[src/rtl/mxemp_pkg.sv]
// package of constants and types for the muxed external memory port
package mxemp_pkg;
  localparam int unsigned ADDR_W = 16;
  localparam int unsigned DATA_W = 8;
  localparam int unsigned PAGE_W = 8;
  localparam int unsigned CNT_W  = 5;
  localparam logic [1:0] MODE_INT_ONLY   = 2'h0;
  localparam logic [1:0] MODE_SPLIT_NOBS = 2'h1;
  localparam logic [1:0] MODE_SPLIT_BS   = 2'h2;
  localparam logic [1:0] MODE_EXT_ONLY   = 2'h3;
  // reset values of timing and config fields
  localparam logic [1:0] MODE_RST   = 2'h0;
  localparam logic [1:0] LATCH_RST  = 2'h3;
  localparam logic [3:0] STROBE_RST = 4'hf;
  localparam logic [1:0] SETUP_RST  = 2'h3;
  localparam logic [1:0] HOLD_RST   = 2'h3;
  localparam logic [7:0] PAGE_RST   = 8'h00;
  // fixed overhead cycles of an off-chip access
  localparam int unsigned FIXED_OVH = 4;
  localparam logic [CNT_W-1:0] OVH_CNT = CNT_W'(FIXED_OVH - 1);
  // default on-chip boundary (first off-chip address)
  localparam logic [ADDR_W-1:0] ONCHIP_TOP_RST = 16'h1000;

  typedef enum logic [6:0] {
    MXEMP_IDLE  = 7'h01,
    MXEMP_LHIGH = 7'h02,
    MXEMP_LLOW  = 7'h04,
    MXEMP_SETUP = 7'h08,
    MXEMP_STRB  = 7'h10,
    MXEMP_HOLD  = 7'h20,
    MXEMP_OVH   = 7'h40
  } mxemp_state_e;
endpackage : mxemp_pkg

[src/rtl/mxemp_addr_route.sv]
// effective address and on/off-chip routing decision
`timescale 1ns/1ns
`default_nettype none
module mxemp_addr_route
  import mxemp_pkg::*;
(
  input  wire logic                    wide_i,
  input  wire logic [ADDR_W-1:0]       data_pointer_i,
  input  wire logic [7:0]              low_reg_i,
  input  wire logic [PAGE_W-1:0]       page_i,
  input  wire logic [1:0]              mode_i,
  input  wire logic [ADDR_W-1:0]       onchip_top_i,
  output logic      [ADDR_W-1:0]       eff_addr_o,
  output logic      [ADDR_W-1:0]       onchip_addr_o,
  output logic                         off_chip_o,
  output logic                         drive_upper_o
);
  logic [ADDR_W-1:0] eff;
  logic              below;

  always_comb begin
    // pointer or page plus low reg
    eff = wide_i ? data_pointer_i : {page_i, low_reg_i};
    below = (eff < onchip_top_i);
    off_chip_o    = 1'b0;
    drive_upper_o = 1'b0;
    case (mode_i)
      MODE_INT_ONLY: begin
        off_chip_o = 1'b0;
      end
      MODE_SPLIT_NOBS, MODE_SPLIT_BS: begin
        off_chip_o = ~below;
        drive_upper_o = wide_i | (mode_i == MODE_SPLIT_BS);
      end
      MODE_EXT_ONLY: begin
        off_chip_o = 1'b1;
        drive_upper_o = wide_i;
      end
      default: begin
        off_chip_o = 1'b0;
      end
    endcase
  end

  assign eff_addr_o = (mode_i == MODE_EXT_ONLY && !wide_i) ? {8'h00, low_reg_i} : eff;
  assign onchip_addr_o = (onchip_top_i != '0) ? (eff % onchip_top_i) : eff;
endmodule : mxemp_addr_route
`default_nettype wire

[src/rtl/mxemp_cfg_regs.sv]
// configuration holding registers for the memory port
`timescale 1ns/1ns
`default_nettype none
module mxemp_cfg_regs
  import mxemp_pkg::*;
(
  input  wire logic                    ref_clk_i,
  input  wire logic                    sys_rst_i,
  input  wire logic                    cfg_we_i,
  input  wire logic [1:0]              memory_mode_field_i,
  input  wire logic [1:0]              latch_width_field_i,
  input  wire logic [3:0]              strobe_width_field_i,
  input  wire logic [1:0]              setup_delay_field_i,
  input  wire logic [1:0]              hold_delay_field_i,
  input  wire logic                    page_we_i,
  input  wire logic [PAGE_W-1:0]       page_field_i,
  output logic      [1:0]              mode_o,
  output logic      [1:0]              latch_o,
  output logic      [3:0]              strobe_o,
  output logic      [1:0]              setup_o,
  output logic      [1:0]              hold_o,
  output logic      [PAGE_W-1:0]       page_o
);
  logic [1:0]        mode_q, mode_d, latch_q, latch_d, setup_q, setup_d, hold_q, hold_d;
  logic [3:0]        strobe_q, strobe_d;
  logic [PAGE_W-1:0] page_q, page_d;

  always_comb begin
    mode_d   = mode_q;
    latch_d  = latch_q;
    strobe_d = strobe_q;
    setup_d  = setup_q;
    hold_d   = hold_q;
    page_d   = page_q;
    if (cfg_we_i) begin
      mode_d   = memory_mode_field_i;
      latch_d  = latch_width_field_i;
      strobe_d = strobe_width_field_i;
      setup_d  = setup_delay_field_i;
      hold_d   = hold_delay_field_i;
    end
    if (page_we_i) begin
      page_d = page_field_i;
    end
  end

  always_ff @(posedge ref_clk_i) begin
    if (sys_rst_i) begin
      mode_q   <= MODE_RST;
      latch_q  <= LATCH_RST;
      strobe_q <= STROBE_RST;
      setup_q  <= SETUP_RST;
      hold_q   <= HOLD_RST;
      page_q   <= PAGE_RST;
    end else begin
      mode_q   <= mode_d;
      latch_q  <= latch_d;
      strobe_q <= strobe_d;
      setup_q  <= setup_d;
      hold_q   <= hold_d;
      page_q   <= page_d;
    end
  end

  assign mode_o   = mode_q;
  assign latch_o  = latch_q;
  assign strobe_o = strobe_q;
  assign setup_o  = setup_q;
  assign hold_o   = hold_q;
  assign page_o   = page_q;
endmodule : mxemp_cfg_regs
`default_nettype wire

[src/rtl/mxemp_top.sv]
// muxed external memory port top: access sequencer and pin control
`timescale 1ns/1ns
`default_nettype none
module mxemp_top
  import mxemp_pkg::*;
(
  input  wire logic                    ref_clk_i,
  input  wire logic                    sys_rst_i,
  input  wire logic                    cfg_we_i,
  input  wire logic [1:0]              memory_mode_field_i,
  input  wire logic [1:0]              latch_width_field_i,
  input  wire logic [3:0]              strobe_width_field_i,
  input  wire logic [1:0]              setup_delay_field_i,
  input  wire logic [1:0]              hold_delay_field_i,
  input  wire logic                    page_we_i,
  input  wire logic [mxemp_pkg::PAGE_W-1:0] page_field_i,
  input  wire logic [mxemp_pkg::ADDR_W-1:0] onchip_top_i,
  input  wire logic                    req_i,
  input  wire logic                    we_i,
  input  wire logic                    wide_i,
  input  wire logic [mxemp_pkg::ADDR_W-1:0] data_pointer_i,
  input  wire logic [7:0]              low_reg_i,
  input  wire logic [mxemp_pkg::DATA_W-1:0] wdata_i,
  output logic                         busy_o,
  output logic                         done_o,
  output logic [mxemp_pkg::DATA_W-1:0] rdata_o,
  output logic                         onchip_req_o,
  output logic                         onchip_we_o,
  output logic [mxemp_pkg::ADDR_W-1:0] onchip_addr_o,
  output logic [mxemp_pkg::DATA_W-1:0] onchip_wdata_o,
  input  wire logic [mxemp_pkg::DATA_W-1:0] onchip_rdata_i,
  input  wire logic [mxemp_pkg::DATA_W-1:0] ad_i,
  output logic [mxemp_pkg::DATA_W-1:0] ad_o,
  output logic                         ad_own_o,
  output logic                         ad_drv_dis_o,
  output logic [7:0]                   upper_addr_bit_o,
  output logic                         upper_own_o,
  output logic                         addr_latch_strobe_o,
  output logic                         read_strobe_n_o,
  output logic                         write_strobe_n_o,
  output logic                         ctrl_own_o,
  output logic [1:0]                   mode_o
);
  import mxemp_pkg::*;

  logic [1:0]        mode, latch_w, setup_w, hold_w;
  logic [3:0]        strobe_w;
  logic [PAGE_W-1:0] page;
  logic [ADDR_W-1:0] eff_addr, wrap_addr;
  logic              off_chip, drive_upper;

  mxemp_cfg_regs u_cfg (
    .ref_clk_i            (ref_clk_i),
    .sys_rst_i            (sys_rst_i),
    .cfg_we_i             (cfg_we_i),
    .memory_mode_field_i  (memory_mode_field_i),
    .latch_width_field_i  (latch_width_field_i),
    .strobe_width_field_i (strobe_width_field_i),
    .setup_delay_field_i  (setup_delay_field_i),
    .hold_delay_field_i   (hold_delay_field_i),
    .page_we_i            (page_we_i),
    .page_field_i         (page_field_i),
    .mode_o               (mode),
    .latch_o              (latch_w),
    .strobe_o             (strobe_w),
    .setup_o              (setup_w),
    .hold_o               (hold_w),
    .page_o               (page)
  );

  mxemp_addr_route u_route (
    .wide_i         (wide_i),
    .data_pointer_i (data_pointer_i),
    .low_reg_i      (low_reg_i),
    .page_i         (page),
    .mode_i         (mode),
    .onchip_top_i   (onchip_top_i),
    .eff_addr_o     (eff_addr),
    .onchip_addr_o  (wrap_addr),
    .off_chip_o     (off_chip),
    .drive_upper_o  (drive_upper)
  );

  mxemp_state_e      st_q, st_d;
  logic [CNT_W-1:0]  cnt_q, cnt_d;
  logic [ADDR_W-1:0] addr_q, addr_d;
  logic [DATA_W-1:0] wdat_q, wdat_d, rdat_q, rdat_d;
  logic              we_q, we_d, up_q, up_d, done_q, done_d;

  // sequencer next state
  always_comb begin
    st_d   = st_q;
    cnt_d  = cnt_q;
    addr_d = addr_q;
    wdat_d = wdat_q;
    rdat_d = rdat_q;
    we_d   = we_q;
    up_d   = up_q;
    done_d = 1'b0;
    case (st_q)
      MXEMP_IDLE: begin
        if (req_i && off_chip) begin
          addr_d = eff_addr;
          wdat_d = wdata_i;
          we_d   = we_i;
          up_d   = drive_upper;
          st_d   = MXEMP_LHIGH;
          cnt_d  = CNT_W'(latch_w);
        end else if (req_i) begin
          // on-chip access answered next cycle
          if (!we_i) begin
            rdat_d = onchip_rdata_i;
          end
          done_d = 1'b1;
        end
      end
      MXEMP_LHIGH: begin
        if (cnt_q == '0) begin
          st_d  = MXEMP_LLOW;
          cnt_d = CNT_W'(latch_w);
        end else begin
          cnt_d = cnt_q - 1'b1;
        end
      end
      MXEMP_LLOW: begin
        if (cnt_q == '0) begin
          if (setup_w == '0) begin
            st_d  = MXEMP_STRB;
            cnt_d = CNT_W'(strobe_w);
          end else begin
            st_d  = MXEMP_SETUP;
            cnt_d = CNT_W'(setup_w - 2'h1);
          end
        end else begin
          cnt_d = cnt_q - 1'b1;
        end
      end
      MXEMP_SETUP: begin
        if (cnt_q == '0) begin
          st_d  = MXEMP_STRB;
          cnt_d = CNT_W'(strobe_w);
        end else begin
          cnt_d = cnt_q - 1'b1;
        end
      end
      MXEMP_STRB: begin
        if (cnt_q == '0) begin
          if (!we_q) begin
            rdat_d = ad_i;
          end
          if (hold_w == '0) begin
            st_d  = MXEMP_OVH;
            cnt_d = OVH_CNT;
          end else begin
            st_d  = MXEMP_HOLD;
            cnt_d = CNT_W'(hold_w - 2'h1);
          end
        end else begin
          cnt_d = cnt_q - 1'b1;
        end
      end
      MXEMP_HOLD: begin
        if (cnt_q == '0) begin
          st_d  = MXEMP_OVH;
          cnt_d = OVH_CNT;
        end else begin
          cnt_d = cnt_q - 1'b1;
        end
      end
      MXEMP_OVH: begin
        if (cnt_q == '0) begin
          st_d   = MXEMP_IDLE;
          done_d = 1'b1;
        end else begin
          cnt_d = cnt_q - 1'b1;
        end
      end
      default: begin
        st_d = MXEMP_IDLE;
      end
    endcase
  end

  always_ff @(posedge ref_clk_i) begin
    if (sys_rst_i) begin
      st_q   <= MXEMP_IDLE;
      cnt_q  <= '0;
      addr_q <= '0;
      wdat_q <= '0;
      rdat_q <= '0;
      we_q   <= 1'b0;
      up_q   <= 1'b0;
      done_q <= 1'b0;
    end else begin
      st_q   <= st_d;
      cnt_q  <= cnt_d;
      addr_q <= addr_d;
      wdat_q <= wdat_d;
      rdat_q <= rdat_d;
      we_q   <= we_d;
      up_q   <= up_d;
      done_q <= done_d;
    end
  end

  logic active, data_phase;
  assign active     = (st_q != MXEMP_IDLE);
  assign data_phase = (st_q == MXEMP_SETUP) || (st_q == MXEMP_STRB) || (st_q == MXEMP_HOLD);

  assign ctrl_own_o = active;
  assign busy_o     = active;
  assign done_o     = done_q;
  assign rdata_o    = rdat_q;
  assign mode_o     = mode;

  // on-chip side, wrapped address
  assign onchip_req_o   = req_i && !off_chip && (st_q == MXEMP_IDLE);
  assign onchip_we_o    = we_i;
  assign onchip_addr_o  = wrap_addr;
  assign onchip_wdata_o = wdata_i;

  // pin register: pins straight from flops, no decode glitch
  logic [DATA_W-1:0] ad_q, ad_d;
  logic              ale_q, ale_d, rd_n_q, rd_n_d, wr_n_q, wr_n_d;

  always_comb begin
    // low address then data on shared pins
    if (st_d == MXEMP_LHIGH || st_d == MXEMP_LLOW) begin
      ad_d = addr_d[7:0];
    end else begin
      ad_d = wdat_d;
    end
    // latch strobe high in first phase
    ale_d  = (st_d == MXEMP_LHIGH);
    rd_n_d = !((st_d == MXEMP_STRB) && !we_d);
    wr_n_d = !((st_d == MXEMP_STRB) && we_d);
  end

  always_ff @(posedge ref_clk_i) begin
    if (sys_rst_i) begin
      ad_q   <= '0;
      ale_q  <= 1'b0;
      rd_n_q <= 1'b1;
      wr_n_q <= 1'b1;
    end else begin
      ad_q   <= ad_d;
      ale_q  <= ale_d;
      rd_n_q <= rd_n_d;
      wr_n_q <= wr_n_d;
    end
  end

  assign ad_o         = ad_q;
  // drivers released on read data phase; drive mode stays with port config
  assign ad_own_o     = active;
  assign ad_drv_dis_o = active && !we_q && data_phase;

  assign upper_addr_bit_o = addr_q[15:8];
  assign upper_own_o      = active && up_q;

  assign addr_latch_strobe_o = ale_q;
  assign read_strobe_n_o     = rd_n_q;
  assign write_strobe_n_o    = wr_n_q;
endmodule : mxemp_top
`default_nettype wire

[config.mk]
export PLATFORM = sky130hd
export DESIGN_NAME = mxemp_top
export DESIGN_NICKNAME = d
export VERILOG_FILES = /design/src/rtl/mxemp_pkg.sv /design/src/rtl/mxemp_addr_route.sv /design/src/rtl/mxemp_cfg_regs.sv /design/src/rtl/mxemp_top.sv
export SDC_FILE = /design/constraint.sdc
export NUM_CORES = 1
export LEC_CHECK = 0
export BUFFER_PORTS_ARGS = -buffer_cell sky130_fd_sc_hd__buf_4
export CAP_MARGIN = 20
export CORE_UTILIZATION = 41
export DETAILED_ROUTE_END_ITERATION = 10
export PLACE_DENSITY = 0.63
export SYNTH_ARGS = -nofsm -noshare
export SYNTH_HDL_FRONTEND = slang
export SYNTH_SLANG_ARGS = --single-unit
[constraint.sdc]
create_clock -name ref_clk_i -period 90.7 [get_ports ref_clk_i]
set_input_delay 4.535 -clock ref_clk_i [delete_from_list [all_inputs] [get_ports ref_clk_i]]
set_output_delay 4.535 -clock ref_clk_i [all_outputs]
set_load 0.05 [all_outputs]
-- Word level (Yosys, flattened, before mapping)
Cells that the tools add are included.
- bits in registers: 78
- input bits: 91
- output and inout port bits: 61
- logic and storage cells: 118
- add/subtract/negate cells: 3
- div/mod/pow operators: 1
- $lt $le $gt $ge: 1
- eq/ne operators: 21
- muxes and demuxes: 42
- bitwise gates (word level): 2
- reductions and logical operators: 29
- operator list (kind ; count):
    $mux W8 ; 10
    $mux W7 ; 8
    $mux W5 ; 10
    $pmux W7 S7 ; 1
    $mux W16 ; 3
    $pmux W5 S7 ; 1
    $lt A16 B16 Y1 ; 1
    $mod A16 B16 Y16 ; 1
    $pmux W8 S2 ; 1
    $reduce_bool A16 Y1 ; 1
    $eq A7 B2 Y1 const B ; 2
    $eq A7 B3 Y1 const B ; 2
    $eq A7 B5 Y1 const B ; 2
    $ne A2 B2 Y1 const B ; 7
    $logic_and A1 B1 Y1 ; 9
    $eq A7 B1 Y1 const B ; 1
    $eq A7 B4 Y1 const B ; 1
    $eq A7 B6 Y1 const B ; 1
    $eq A7 B7 Y1 const B ; 1
    $ne A7 B1 Y1 const B ; 1
    $reduce_bool A7 Y1 ; 1
    $logic_not A1 Y1 ; 6
    $logic_not A2 Y1 ; 3
    $reduce_and A6 Y1 ; 1
    15 further kinds ; 24

-- Depth between registers and ports, before layout
- word-level depth: 10
- mapped depth: 131
- gate-level depth less buffers: 123

-- By module
Synthesis repeated with hierarchy kept, for this count alone.
- cells, all modules: 1594
- area total of the unflattened synthesis: 11997.8 sq um
- by module, submodules not included (module ; times used ; cells an instance ; area each (sq um) ; seq. area each (sq um)):
    mxemp_addr_route ; 1 ; 1177 ; 8346.8 ; 0.0
    mxemp_top ; 1 ; 352 ; 2906.5 ; 1161.1
    mxemp_cfg_regs ; 1 ; 65 ; 744.5 ; 400.4

-- Worst setup path before layout
OpenSTA, ideal clock, no wires.
- path type: input to output
- start: in onchip_top_i[9] in the netlist's numbering
- end: out onchip_addr_o[15] in the netlist's numbering
- arrival: 32.015 ns
- data required time: 86.165 ns
- slack: 54.150 ns
- stages on the path: 121
- path buffers: 13
- cells stage by stage: nor3_2 and3_1 buf_4 nand2_1 nor2_1 a21oi_1 a21oi_1 ha_1 or3_1 nand3_1 o21ai_0 or2_2 ha_1 a21oi_1 a211oi_1 and2_1 o31ai_1 ha_1 (+85 left out) a21o_1 a21o_1 o211ai_1 a21oi_1 o31ai_1 a21o_1 clkbuf_1 clkbuf_1 mux2_2 ha_1 nand2_1 nor2_1 nand2_1 or4_1 a31oi_1 clkbuf_1 a21oi_1 a311oi_1
- cells in the longest elaborated chain, start to end: 2
- elaborated cells between the ends (all ways): 3
- those cells by class: 1 x div; 1 x mux; 1 x reduce/logical
- RTL lines (what ; RTL line ; text):
    start: declaration ; mxemp_top.sv:17 ; input wire logic [mxemp_pkg::ADDR_W-1:0] onchip_top_i,
    $mod A16 B16 Y16 / $reduce_bool A16 Y1 (equally long branches) ; mxemp_addr_route.sv:46 ; assign onchip_addr_o = (onchip_top_i != '0) ? (eff % onchip_top_i) : eff;
    $mux W16 * ; mxemp_addr_route.sv:46 ;
    end: declaration ; mxemp_top.sv:29 ; output logic [mxemp_pkg::ADDR_W-1:0] onchip_addr_o,
Every way passes the cells marked *; elsewhere a longest branch is shown, timed or not.

-- Final worst setup path
Same ends and word-level chain as after synthesis.

==> run metrics <==
initial antenna violation count=0; crit path max-delay cell type=a221oi_1; via count=13100; hold path endpoint=wdat_q[0]; Iter 0 DRT Violations=1142; Post-Synthesis Cells=1635; setup bufs post-CTS=0; hpwl dp=34.1 mm; hold path start=wdat_q[0]; Worst VDD drop=19.7 uV; Hold Crit Depth=2; fin cells=2137; CTS root buffer=clkbuf_16; CP top delay family=compound AO/OA/AOI/OAI gates; ys async rst share=0%; most common cell after layout, fill and taps aside=nor2_1; number of CTS-inserted buffers=9; IO Pins=152; worst reg-to-reg path cell count=10; largest net degree at the start of global routing=60; Clock Sinks=78; sequential fraction of the synthesis area=13.0%; critical path startpoint category=primary input; synth warn=0; Core Box Area=28700 sq um; H-tree levels=3; initial core utilization=41.7%; TritonCTS clock tree=built; required time of the critical path=86170 ps; Resized Gates After CTS=0; Skew-Pair Late Insertion Delay=340 ps; power density over cell area=16.3 nW/um^2; setup ws final=49690 ps; setup slack, reg-to-reg=86780 ps; R2R Path End=ad_o[6]; Detailed Routing Iterations Pass 1=5; number of synthesized flops with an enable pin=0; Die Y-Extent=173 microns; total die area=29900 sq um; status=finished clean; final wirelength=43.2 mm; dpl cells=2118; clock buffer depth=2; via/cell ratio=6.11; total track usage=28.2%; Antenna Violating Nets Remaining=0; post-route cell area=13700 sq um; fmax=24.4 MHz; ant diodes=0; NumNets Final=1998; reg2reg start=u_cfg.page_o[5]; Final period util=45.2%; # rows=62; CP Capture Type=output pin; wire per inst=20.2 microns; Tightest Pin Transition=1210 ps; Most common cell on crit path=ha_1; Final Hold Viols=0; Mapped Area=12000 sq um; setup tns final=0 ps; Arr. time, crit path=36480 ps; number of global-route vias before repair=12200; CP max FO=20; Die W=173 microns; Clock Skew=8.38 ps; Leak=6.35 nW; hold buffer count at CTS=0; Setup Crit Path Kind=primary input to output pin; Avg Cell Area, Syn=7.33 sq um; setup repair after global routing missed its margin=no; GR Overflow Total=0; # DRC=0; RD Place Congestion=1.01; synth unique cells=95; Top FF cell, synth=dfxtp_1; Reg clk slew, reported paths=60 ps; layout cells sized above 1=15.2%; CP bufs+invs=6; Setup WS pre-CTS=50170 ps; max-slew violation count=0; most frequent cells in the layout=nor2_1 (174), buf_4 (170), ha_1 (158); Slew headroom=19.2%; synthesized flop and latch total=78; crit-path max cell delay=960 ps; first-pass GRT wire length=67.0 mm; Worst Hold Class=flip-flop to flip-flop; Setup violations, final=0; placed cell area=13400 sq um; synth-to-layout area growth=14.7%; MaxCap Viol Count=0; PortBufs=151; Final Critical Period=41010 ps; syn nets=1885
-- how the worst max path moves through the flow --
stage / cells past startpoint / to / slack, ps / start
after floorplan: 121 / onchip_addr_o[15] / 54150 / onchip_top_i[9]
after global placement: 114 / onchip_addr_o[15] / 50860 / onchip_top_i[9]
after detailed placement: 113 / onchip_addr_o[15] / 50170 / onchip_top_i[9]
after CTS: 114 / onchip_addr_o[15] / 50080 / onchip_top_i[9]
after global routing: 115 / onchip_addr_o[15] / 47490 / onchip_top_i[9]
final: 115 / onchip_addr_o[15] / 49690 / onchip_top_i[9]
-- power breakdown --
group	switching (mW)	total [mW]	internal, mW
clock network	0.0145	0.0422	0.0277
logic	0.0923	0.146	0.0533
registers	0.000695	0.0360	0.0353
-- worst min-delay path, delay by kind of cell, from the launching register on --
family / cells / cell delay [ps]
AND/OR/NAND/NOR: 1 / 40
flip-flops: 1 / 300
AO/OA/AOI/OAI: 1 / 60
-- routing by layer --
layer  wire length (microns)  part of all wire [%]  vias to the layer above  global-route usage (%)
met1                   19200                    44                     6129                    37.0
met3                    2770                   6.4                      109                    4.38
met4                    1730                   4.0                        0                    12.2
met2                   19500                    45                      529                    45.5
met5                       0                     0                        -                       0
li1                        -                     -                     6286                       -
-- layout make-up --
type / count / area (sq um)
Timing Repair Buffer: 171 / 1280
Multi-Input combinational cell: 1399 / 9740
Clock inverter: 5 / 106
Tap cell: 384 / 480
Clock buffer: 11 / 243
Inverter: 89 / 334
Sequential cell: 78 / 1560
Fill cell: 2955 / 15000
-- stage by stage --
stage / power (mW) / hold WS [ps] / util, %
2_1_floorplan: 0.141 / 437 / -
3_3_place_gp: 0.179 / 443 / 46.6
3_5_place_dp: 0.179 / 450 / 46.6
4_1_cts: 0.222 / 457 / 47.8
5_1_grt: 0.237 / 484 / 47.9
6_report: 0.224 / 456 / 47.9
-- logic make-up (layout without fill, tap and decap cells) --
logic type	Yosys count	in the layout	share of synthesized area, %
XOR/XNOR	90	90	6.58
AO/OA/AOI/OAI	503	503	28.2
multiplexers	81	81	7.03
buffers and inverters	158	276	5.77
adder cells (fa/ha/maj)	159	159	16.7
flip-flops	78	78	13.0
AND/OR/NAND/NOR	566	566	22.7
-- synth_stat cells (all sizes together), types with 5 or more instances --
master / n / area [sq um]
o21bai: 6 / 45.0
o21ai: 75 / 383
and3: 9 / 56.3
dfxtp: 78 / 1560
nand2b: 19 / 119
nor3: 46 / 235
xor2: 38 / 333
mux2: 25 / 282
nor2b: 16 / 100
o31a: 8 / 70.1
a31o: 5 / 43.8
a21oi: 154 / 778
a211oi: 27 / 208
nand2: 156 / 586
nand4: 18 / 113
o21a: 25 / 188
mux2i: 56 / 561
or3: 9 / 56.3
clkbuf: 36 / 136
a311oi: 11 / 96.3
and4: 5 / 43.8
and2: 9 / 56.3
nor4b: 5 / 43.8
o22ai: 14 / 93.8
nor4: 11 / 83.8
o31ai: 14 / 110
buf: 33 / 221
a21o: 37 / 278
o221ai: 7 / 61.3
xnor2: 52 / 455
a2111oi: 5 / 68.8
nor3b: 6 / 45.0
ha: 158 / 1980
nor2: 175 / 657
a221oi: 9 / 78.8
a211o: 9 / 78.8
o211ai: 24 / 185
a31oi: 27 / 175
nand3: 38 / 200
inv: 89 / 334
or2: 21 / 131
or4: 6 / 45.0
-- registers in the layout, summed over array words and instances (netlist names) --
| signal | flops |
|---|---|
| ad_o | 8 |
| addr_latch_strobe_o | 1 |
| addr_q | 16 |
| cnt_q | 5 |
| done_o | 1 |
| rdata_o | 8 |
| read_strobe_n_o | 1 |
| st_q | 7 |
| u_cfg.hold_o | 2 |
| u_cfg.latch_o | 2 |
| u_cfg.mode_o | 2 |
| u_cfg.page_o | 8 |
| u_cfg.setup_o | 2 |
| u_cfg.strobe_o | 4 |
| up_q | 1 |
| wdat_q | 8 |
| we_q | 1 |
| write_strobe_n_o | 1 |
Note: power is estimated with default switching activity, not from simulation.
